`src/charger_ctrl_pkg.sv`:
```
package charger_ctrl_pkg;

    // ****************************************
    // Register offsets and reset values
    // ****************************************
    localparam logic [7:0] CTRL_ONE_OFFSET   = 8'h10;
    localparam logic [7:0] CTRL_TWO_OFFSET   = 8'h11;
    localparam logic [7:0] CTRL_THREE_OFFSET = 8'h12;
    localparam logic [7:0] CTRL_ONE_RESET    = 8'h35;
    localparam logic [7:0] CTRL_TWO_RESET    = 8'h40;
    localparam logic [7:0] CTRL_THREE_RESET  = 8'h00;

    // ****************************************
    // Field positions
    // ****************************************
    localparam int OVP_LSB       = 4;
    localparam int KICK_BIT      = 3;
    localparam int WD_PERIOD_LSB = 0;
    localparam int FORCE_DET_BIT = 7;
    localparam int AUTO_DET_BIT  = 6;
    localparam int TWELVE_BIT    = 5;
    localparam int NINE_BIT      = 4;
    localparam int HVDCP_BIT     = 3;
    localparam int SHIP_REQ_LSB  = 1;
    localparam int SHIP_DLY_BIT  = 0;
    localparam int GATE_OVR_BIT  = 7;
    localparam int PFM_DIS_BIT   = 4;
    localparam int WAKE_HOLD_BIT = 3;
    localparam int LDO_DIS_BIT   = 2;
    localparam int OOA_DIS_BIT   = 0;

    // ****************************************
    // Timing: base unit half a second; long delays in whole multiples of it, short wake hold in clock cycles
    // ****************************************
    localparam int  CLK_HZ            = 20_000_000;
    localparam int  HALF_SEC_MS       = 500;
    localparam int  HALF_SEC_CYCLES   = CLK_HZ / 1000 * HALF_SEC_MS;
    localparam int  SHIP_DELAY_S      = 10;
    localparam int  SHIP_DELAY_HALVES = SHIP_DELAY_S * 2;
    localparam int  WAKE_LONG_S       = 1;
    localparam int  WAKE_LONG_HALVES  = WAKE_LONG_S * 2;
    localparam int  WAKE_SHORT_MS     = 15;
    localparam int  WAKE_SHORT_CYCLES = CLK_HZ / 1000 * WAKE_SHORT_MS;

    // ****************************************
    // Codes
    // ****************************************
    typedef enum logic [1:0] {
        SHIP_IDLE,
        SHIP_SHUTDOWN,
        SHIP_SHIP,
        SHIP_POWER_RESET
    } ship_mode_e;

    typedef struct packed {
        logic [1:0] input_overvoltage_threshold;
        logic [2:0] watchdog_period;
        logic       allow_twelve_volt_request;
        logic       allow_nine_volt_request;
        logic       high_voltage_port_enable;
        logic       forward_light_load_disable;
        logic       ship_wake_hold_time;
        logic       precharge_linear_disable;
        logic       forward_out_of_audio_disable;
    } ctrl_cfg_s;

endpackage

```
`src/charger_ctrl_regs.sv`:
```
`timescale 1ns/100ps
// Operation
// - Kick write restarts watchdog, bit self-clears
// - Period code zero disables, else selects timeout
// - Force bit starts detection, clears when done
// - Auto enable runs detection on plug-in
// - Separate enables allow 12 V, 9 V
// - HV port enable gates adapter handshake
// - Ship field requests idle/shutdown/ship/reset
// - Delay bit zero waits 10 s first
// - Override forces both gate enables low
// - Light-load disable bit blocks forward PFM
// - Wake pin low 1 s or 15 ms
// - Linear disable stops pre-charge LDO mode
// - Out-of-audio disable bit turns mode off
// - Each gate enable drives one FET pair
// - Ship field locked zero until FET fitted
module charger_ctrl_regs
    import charger_ctrl_pkg::*;
#(
    parameter int HALF_SEC = HALF_SEC_CYCLES,
    parameter int WAKE_SHORT = WAKE_SHORT_CYCLES
) (
    input  wire logic       mclk_in,
    input  wire logic       reset_n_in,
    input  wire logic [7:0] reg_addr_in,
    input  wire logic [7:0] reg_wdata_in,
    input  wire logic       reg_write_in,
    output logic      [7:0] reg_rdata_out,
    input  wire logic       reg_reset_in,
    input  wire logic       ship_fet_fitted_in,
    input  wire logic       vbus_plugin_in,
    input  wire logic       detect_done_in,
    input  wire logic       input_gate_drive_one_enable_in,
    input  wire logic       input_gate_drive_two_enable_in,
    input  wire logic       wake_pin_in,
    output logic            detect_start_out,
    output logic            watchdog_expired_out,
    output logic            ship_action_out,
    output logic      [1:0] ship_action_mode_out,
    output logic            ship_wake_out,
    output logic            input_gate_drive_one_out,
    output logic            input_gate_drive_two_out,
    output ctrl_cfg_s       cfg_out
);

    // ****************************************
    // Reset release and pin synchroniser
    // ****************************************
    logic       rst_meta_q;
    logic       rst_n_q;
    logic [1:0] wake_sync_q;

    always_ff @(posedge mclk_in or negedge reset_n_in) begin
        if (!reset_n_in) begin
            rst_meta_q  <= 1'b0;
            rst_n_q     <= 1'b0;
            wake_sync_q <= 2'b11;
        end else begin
            rst_meta_q  <= 1'b1;
            rst_n_q     <= rst_meta_q;
            wake_sync_q <= {wake_sync_q[0], wake_pin_in};
        end
    end

    function automatic logic [31:0] wd_limit(input logic [2:0] code);
        logic [31:0] halves;
        halves = 32'h0;
        case (code)
            3'h1:    halves = 32'h1;
            3'h2:    halves = 32'h2;
            3'h3:    halves = 32'h4;
            3'h4:    halves = 32'h28;
            3'h5:    halves = 32'h50;
            3'h6:    halves = 32'hA0;
            3'h7:    halves = 32'h140;
            default: halves = 32'h0;
        endcase
        wd_limit = 32'(halves * 32'(HALF_SEC));
    endfunction

    // ****************************************
    // Register state
    // ****************************************
    logic [7:0]  one_q, one_d, two_q, two_d, three_q, three_d;
    logic [31:0] wd_cnt_q, wd_cnt_d, ship_cnt_q, ship_cnt_d, wake_cnt_q, wake_cnt_d;
    logic        ship_pend_q, ship_pend_d, ship_active_q, ship_active_d;
    logic        det_start_q, det_start_d, wd_exp_q, wd_exp_d;
    logic        act_q, act_d, wake_q, wake_d;
    logic [1:0]  act_mode_q, act_mode_d;

    logic        wr_one, wr_two, wr_three, wd_expire;
    logic [31:0] wd_lim, wake_lim;

    always_comb begin
        wr_one    = reg_write_in && reg_addr_in == CTRL_ONE_OFFSET;
        wr_two    = reg_write_in && reg_addr_in == CTRL_TWO_OFFSET;
        wr_three  = reg_write_in && reg_addr_in == CTRL_THREE_OFFSET;
        wd_lim    = wd_limit(one_q[WD_PERIOD_LSB +: 3]);
        wd_expire = wd_lim != 32'h0 && wd_cnt_q >= wd_lim - 32'h1;
        wake_lim  = three_q[WAKE_HOLD_BIT] ? 32'(WAKE_SHORT)
                                           : 32'(WAKE_LONG_HALVES * HALF_SEC);
        one_d         = one_q;
        two_d         = two_q;
        three_d       = three_q;
        wd_cnt_d      = wd_cnt_q + 32'h1;
        ship_cnt_d    = ship_cnt_q;
        ship_pend_d   = ship_pend_q;
        ship_active_d = ship_active_q;
        wake_cnt_d    = 32'h0;
        det_start_d   = 1'b0;
        wd_exp_d      = 1'b0;
        act_d         = 1'b0;
        act_mode_d    = act_mode_q;
        wake_d        = 1'b0;

        // Self-clearing kick restarts the timer
        if (one_q[KICK_BIT] || wd_lim == 32'h0) begin
            wd_cnt_d        = 32'h0;
            one_d[KICK_BIT] = 1'b0;
        end
        if (detect_done_in) begin
            two_d[FORCE_DET_BIT] = 1'b0;
        end
        if (wd_expire) begin
            wd_cnt_d                  = 32'h0;
            wd_exp_d                  = 1'b1;
            one_d[KICK_BIT]           = 1'b0;
            two_d[FORCE_DET_BIT]      = 1'b0;
            two_d[AUTO_DET_BIT]       = CTRL_TWO_RESET[AUTO_DET_BIT];
            three_d[LDO_DIS_BIT]      = CTRL_THREE_RESET[LDO_DIS_BIT];
        end

        // Writes; reserved bits masked off
        if (wr_one) begin
            one_d = reg_wdata_in & 8'h3F;
        end
        if (wr_two) begin
            two_d[7:3]          = reg_wdata_in[7:3];
            two_d[SHIP_DLY_BIT] = reg_wdata_in[SHIP_DLY_BIT];
            // Field only writable with a ship FET present
            if (ship_fet_fitted_in) begin
                two_d[SHIP_REQ_LSB +: 2] = reg_wdata_in[SHIP_REQ_LSB +: 2];
                ship_pend_d = reg_wdata_in[SHIP_REQ_LSB +: 2] != 2'(SHIP_IDLE);
                ship_cnt_d  = 32'h0;
            end
            if (reg_wdata_in[FORCE_DET_BIT]) begin
                det_start_d = 1'b1;
            end
        end
        if (wr_three) begin
            three_d = reg_wdata_in & 8'h9D;
        end
        if (vbus_plugin_in && two_q[AUTO_DET_BIT]) begin
            det_start_d = 1'b1;
        end

        // Ship FET action, with or without the long delay
        if (ship_pend_q && !(wr_two && ship_fet_fitted_in)) begin
            ship_cnt_d = ship_cnt_q + 32'h1;
            if (two_q[SHIP_DLY_BIT] ||
                ship_cnt_q >= 32'(SHIP_DELAY_HALVES * HALF_SEC) - 32'h1) begin
                ship_pend_d   = 1'b0;
                act_d         = 1'b1;
                act_mode_d    = two_q[SHIP_REQ_LSB +: 2];
                ship_active_d = two_q[SHIP_REQ_LSB +: 2] == 2'(SHIP_SHIP);
            end
        end

        // Wake from ship mode needs an unbroken low hold
        if (ship_active_q && !wake_sync_q[1]) begin
            wake_cnt_d = wake_cnt_q + 32'h1;
            if (wake_cnt_q >= wake_lim - 32'h1) begin
                wake_d        = 1'b1;
                ship_active_d = 1'b0;
                wake_cnt_d    = 32'h0;
            end
        end

        if (!ship_fet_fitted_in) begin
            two_d[SHIP_REQ_LSB +: 2] = 2'(SHIP_IDLE);
            ship_pend_d = 1'b0;
        end
        if (reg_reset_in) begin
            one_d         = CTRL_ONE_RESET;
            two_d         = CTRL_TWO_RESET;
            three_d       = CTRL_THREE_RESET;
            wd_cnt_d      = 32'h0;
            ship_pend_d   = 1'b0;
        end
    end

    always_ff @(posedge mclk_in or negedge rst_n_q) begin
        if (!rst_n_q) begin
            one_q         <= CTRL_ONE_RESET;
            two_q         <= CTRL_TWO_RESET;
            three_q       <= CTRL_THREE_RESET;
            wd_cnt_q      <= 32'h0;
            ship_cnt_q    <= 32'h0;
            wake_cnt_q    <= 32'h0;
            ship_pend_q   <= 1'b0;
            ship_active_q <= 1'b0;
            det_start_q   <= 1'b0;
            wd_exp_q      <= 1'b0;
            act_q         <= 1'b0;
            act_mode_q    <= 2'h0;
            wake_q        <= 1'b0;
        end else begin
            one_q         <= one_d;
            two_q         <= two_d;
            three_q       <= three_d;
            wd_cnt_q      <= wd_cnt_d;
            ship_cnt_q    <= ship_cnt_d;
            wake_cnt_q    <= wake_cnt_d;
            ship_pend_q   <= ship_pend_d;
            ship_active_q <= ship_active_d;
            det_start_q   <= det_start_d;
            wd_exp_q      <= wd_exp_d;
            act_q         <= act_d;
            act_mode_q    <= act_mode_d;
            wake_q        <= wake_d;
        end
    end

    // ****************************************
    // Outputs
    // ****************************************
    always_comb begin
        case (reg_addr_in)
            CTRL_ONE_OFFSET:   reg_rdata_out = one_q;
            CTRL_TWO_OFFSET:   reg_rdata_out = two_q;
            CTRL_THREE_OFFSET: reg_rdata_out = three_q;
            default:           reg_rdata_out = 8'h00;
        endcase
    end

    // Override acts on the live enables, so clearing it restores host values
    assign input_gate_drive_one_out = input_gate_drive_one_enable_in &&
                                      !three_q[GATE_OVR_BIT];
    assign input_gate_drive_two_out = input_gate_drive_two_enable_in &&
                                      !three_q[GATE_OVR_BIT];
    assign detect_start_out     = det_start_q;
    assign watchdog_expired_out = wd_exp_q;
    assign ship_action_out      = act_q;
    assign ship_action_mode_out = act_mode_q;
    assign ship_wake_out        = wake_q;

    assign cfg_out.input_overvoltage_threshold  = one_q[OVP_LSB +: 2];
    assign cfg_out.watchdog_period              = one_q[WD_PERIOD_LSB +: 3];
    assign cfg_out.allow_twelve_volt_request    = two_q[TWELVE_BIT];
    assign cfg_out.allow_nine_volt_request      = two_q[NINE_BIT];
    assign cfg_out.high_voltage_port_enable     = two_q[HVDCP_BIT];
    assign cfg_out.forward_light_load_disable   = three_q[PFM_DIS_BIT];
    assign cfg_out.ship_wake_hold_time          = three_q[WAKE_HOLD_BIT];
    assign cfg_out.precharge_linear_disable     = three_q[LDO_DIS_BIT];
    assign cfg_out.forward_out_of_audio_disable = three_q[OOA_DIS_BIT];

endmodule // charger_ctrl_regs

```
`config.mk`:
```
export PLATFORM = sky130hd
export DESIGN_NAME = charger_ctrl_regs
export DESIGN_NICKNAME = d
export VERILOG_FILES = /design/src/charger_ctrl_pkg.sv /design/src/charger_ctrl_regs.sv
export SDC_FILE = /design/constraint.sdc
export NUM_CORES = 1
export LEC_CHECK = 0
export BUFFER_PORTS_ARGS = -buffer_cell sky130_fd_sc_hd__buf_2
export CAP_MARGIN = 20
export CORE_ASPECT_RATIO = 0.7
export CORE_MARGIN = 4
export CORE_UTILIZATION = 30
export DETAILED_ROUTE_END_ITERATION = 8
export PLACE_DENSITY = 0.42
export SLEW_MARGIN = 40
export SYNTH_ARGS = -nofsm -noshare
export SYNTH_HDL_FRONTEND = slang
export SYNTH_SLANG_ARGS = --single-unit
```
`constraint.sdc`:
```
create_clock -name mclk_in -period 4.7 [get_ports mclk_in]
set_input_delay 0 -clock mclk_in [delete_from_list [all_inputs] [get_ports mclk_in]]
set_output_delay 0 -clock mclk_in [all_outputs]
set_load 0.02 [all_outputs]
```
==> impl_metrics.ini <==
[setup_path]
crit_type = reg2reg
crit_slowest_cell = dfstp_2
crit_arrival_ns = 7.11
r2r_end = wd_cnt_q[6]$_DFF_PN0_
reg2reg_depth = 30
rrSetupSlack_ns = -2.07
crit_path_max_fanout = 24
crit_path_max_incr_delay_ns = 0.59
cp-startpoint = one_q[2]$_DFFE_PN1P_
critPathCapture = wd_cnt_q[6]$_DFF_PN0_
worstSetupEndpointType = flop
start_kind = flop
crit_required_ns = 5.05
crit-reg2reg-launch = one_q[2]$_DFFE_PN1P_

[floorplanning]
initial_core_util_pct = 30.4
chipHeight_um = 159
rows = 55
chipWidth_um = 224
core_region_area_sq_um = 32200
num_io_pins = 54
fp.dieArea_sq_um = 35600

[global_routing]
grt_antenna_before_repair = 1
grt_usage_pct = 15.5
grt_pass1_wl_um = 44700
grt_pass1_vias = 8247
grt-ovfl-total = 0
grt_max_degree = 57

[routing]
totalWireLength_um = 27100
drc = 0
drtAntennaViolNets = 0
drtPass1Iterations = 5
wire_per_inst_um = 15.4
vias = 8235
drt_iter0_drc = 327
vias_per_cell = 4.70

[sta]
fin_crit_sh_pct = 144
relSlewSlack_pct = 55.8
finClkSkew_ns = 0.0120
tns_ns = -72.98
setup-violations-final = 36
fin_hold_ws_ns = 0.0141
final_max_slew_viol_count = 0
grt_setup_unrepaired = yes
setup_ws_ns = -2.07
fmax_mhz = 148
hold_viol = 0
min_period_ns = 6.77
worst_pin_slew_ns = 0.658

[finish]
fillers = 3187
num_antenna_cells = 0
area_growth_pct = 34.8
finalInstanceArea_sq_um = 13200
nets = 1468
drive_gt1_share_pct = 28.7

[yosys]
ys_warn_count = 0
yosys-top-cells-count = 170 x nor2_1, 120 x dfrtp_1, 107 x ha_1, 87 x nand2_1, 64 x xor2_1
synth_top_area_share_pct = 30.7
synth.distinct_cells = 73
synth_seq_cells = 127
syn_avg_cell_area_sq_um = 9.04
synth_area_leaders = dfrtp_1 31%, ha_1 14%, nor2_1 6.5%
synth-edff-count = 0
seq_area_frac_synth_pct = 32.6
synth.most_common_cell = nor2_1
synthArstFlopShare_pct = 100
synth_area_sq_um = 9780
syn-instance-count = 1082
synth-main-ff-cell = dfrtp_1
synth_area_leader_cell = dfrtp_1

[run_status]
violations = setup timing
status = complete, but fails checks

[clock_tree]
insertion_delay_ns = 0.43
cts-root-buf = clkbuf_16
cts.path.max_buffers = 2
cts.sink_count = 127
clk_pin_slew_ns = 0.06
htreeDepth = 4
cts_tree = yes
cts_made_buffers = 17

[power]
p_per_area_nw_per_um2 = 208
p_leak_nw = 6.13
ir_drop_mv = 0.211

[place]
io_buffers = 53
dp.final_hpwl_um = 20800
placed_cell_area_sq_um = 11700
place.gp.congestion = 0.815

[hold_path]
hp-class = in2reg

[job]
cap_violations = 0
-- logic make-up (layout without fill, tap and decap cells) --
| logic type | Yosys count | after routing | share of synthesized area [%] |
|---|---|---|---|
| other | 2 | 7 | 0.0768 |
| AND/OR/NAND/NOR | 446 | 446 | 21.9 |
| adder cells (fa/ha/maj) | 129 | 129 | 18.2 |
| multiplexers | 18 | 18 | 1.93 |
| flip-flops | 127 | 127 | 32.6 |
| AO/OA/AOI/OAI | 148 | 148 | 10.7 |
| buffers and inverters | 101 | 340 | 4.64 |
| XOR/XNOR | 111 | 111 | 9.94 |
-- cells in the final DEF (no fill, tap or decap), types with 14 or more instances in the layout --
| cell | synthesis | final |
|---|---|---|
| dfrtp_1 | 120 | 119 |
| fa_1 | 22 | 21 |
| nand2_1 | 87 | 84 |
| buf_2 | 0 | 53 |
| a21o_1 | 14 | 14 |
| nor3_1 | 22 | 17 |
| nor2_1 | 170 | 157 |
| xnor2_1 | 47 | 44 |
| o21ai_0 | 24 | 16 |
| a21oi_1 | 34 | 24 |
| xor2_1 | 64 | 62 |
| clkbuf_16 | 0 | 17 |
| ha_1 | 107 | 94 |
| nand3_1 | 42 | 40 |
| mux2i_1 | 14 | 14 |
| dlygate4sd3_1 | 0 | 17 |
| nand4_1 | 18 | 18 |
| buf_4 | 12 | 170 |
| and3_1 | 22 | 22 |
| inv_1 | 61 | 55 |
-- worst min-delay path by stage --
stage / endpoint / slack (ns) / depth (start not counted) / start
final: two_q[6]$_DFFE_PN1P_ / 0.01 / 4 / reg_wdata_in[6]
after global placement: rst_n_q$_DFF_PN0_ / -0.19 / 1 / reset_n_in
after CTS: two_q[6]$_DFFE_PN1P_ / 0.01 / 4 / reg_wdata_in[6]
after floorplan: rst_meta_q$_DFF_PN0_ / -0.30 / 0 / reset_n_in
after detailed placement: rst_n_q$_DFF_PN0_ / -0.19 / 1 / reset_n_in
after global routing: two_q[6]$_DFFE_PN1P_ / 0.02 / 4 / reg_wdata_in[6]
-- per-stage QoR --
| step | worst slack, ns | power (mW) | util (%) | cells |
|---|---|---|---|---|
| after floorplan | -2.06 | 1.27 | - | 1087 |
| after global placement | -2.17 | 1.34 | 36.3 | 1682 |
| after detailed placement | -2.28 | 1.34 | 36.3 | 1682 |
| after CTS | -2.11 | 2.79 | 40.2 | 1748 |
| after global routing | -2.30 | 2.87 | 40.9 | 1753 |
| final | -2.07 | 2.75 | 40.9 | 1753 |
-- routing by layer --
metal / track usage, % / part of all wire, %
met4: 2.86 / 0.72
met5: 0 / 0.048
met3: 3.13 / 2.8
met2: 21.9 / 41
met1: 24.5 / 55
-- layout make-up --
type	count	area (sq um)	share of cell area, %
Multi-Input combinational cell	859	6800	51.6
Timing Repair Buffer	247	1810	13.7
Inverter	61	229	1.74
Tap cell	427	534	4.05
Clock buffer	17	425	3.23
Sequential cell	127	3190	24.2
Clock inverter	15	201	1.53
-- registers in the layout (all words and copies together), names as in the netlist, 2 cells and up --
register	count
one_q	6
wd_cnt_q	32
two_q	8
ship_action_mode_out	2
three_q	5
ship_cnt_q	32
wake_cnt_q	32
wake_sync_q	2
-- timing repair --
item	CTS	global route
hold endpoints to repair	25	0
setup endpoints to repair	36	36
gates resized for setup	58	40
hold buffers	17	0
pin swaps	21	19
setup buffers	19	5
-- report_power, final --
part,switching [mW],total (mW),internal [mW]
Clock,0.554,1.41,0.855
Combinational,0.107,0.191,0.0836
Sequential,0.0276,1.15,1.12
-- worst max-delay path, delay by kind of cell (launching register included) --
family / cells / cell delay [ns]
AO/OA/AOI/OAI: 9 / 2.00
XOR/XNOR: 1 / 0.15
adder cells (fa/ha/maj): 7 / 2.15
buffers and inverters: 5 / 0.35
flip-flops: 1 / 0.59
AND/OR/NAND/NOR: 8 / 1.41
Note: power is estimated with default switching activity, not from simulation.
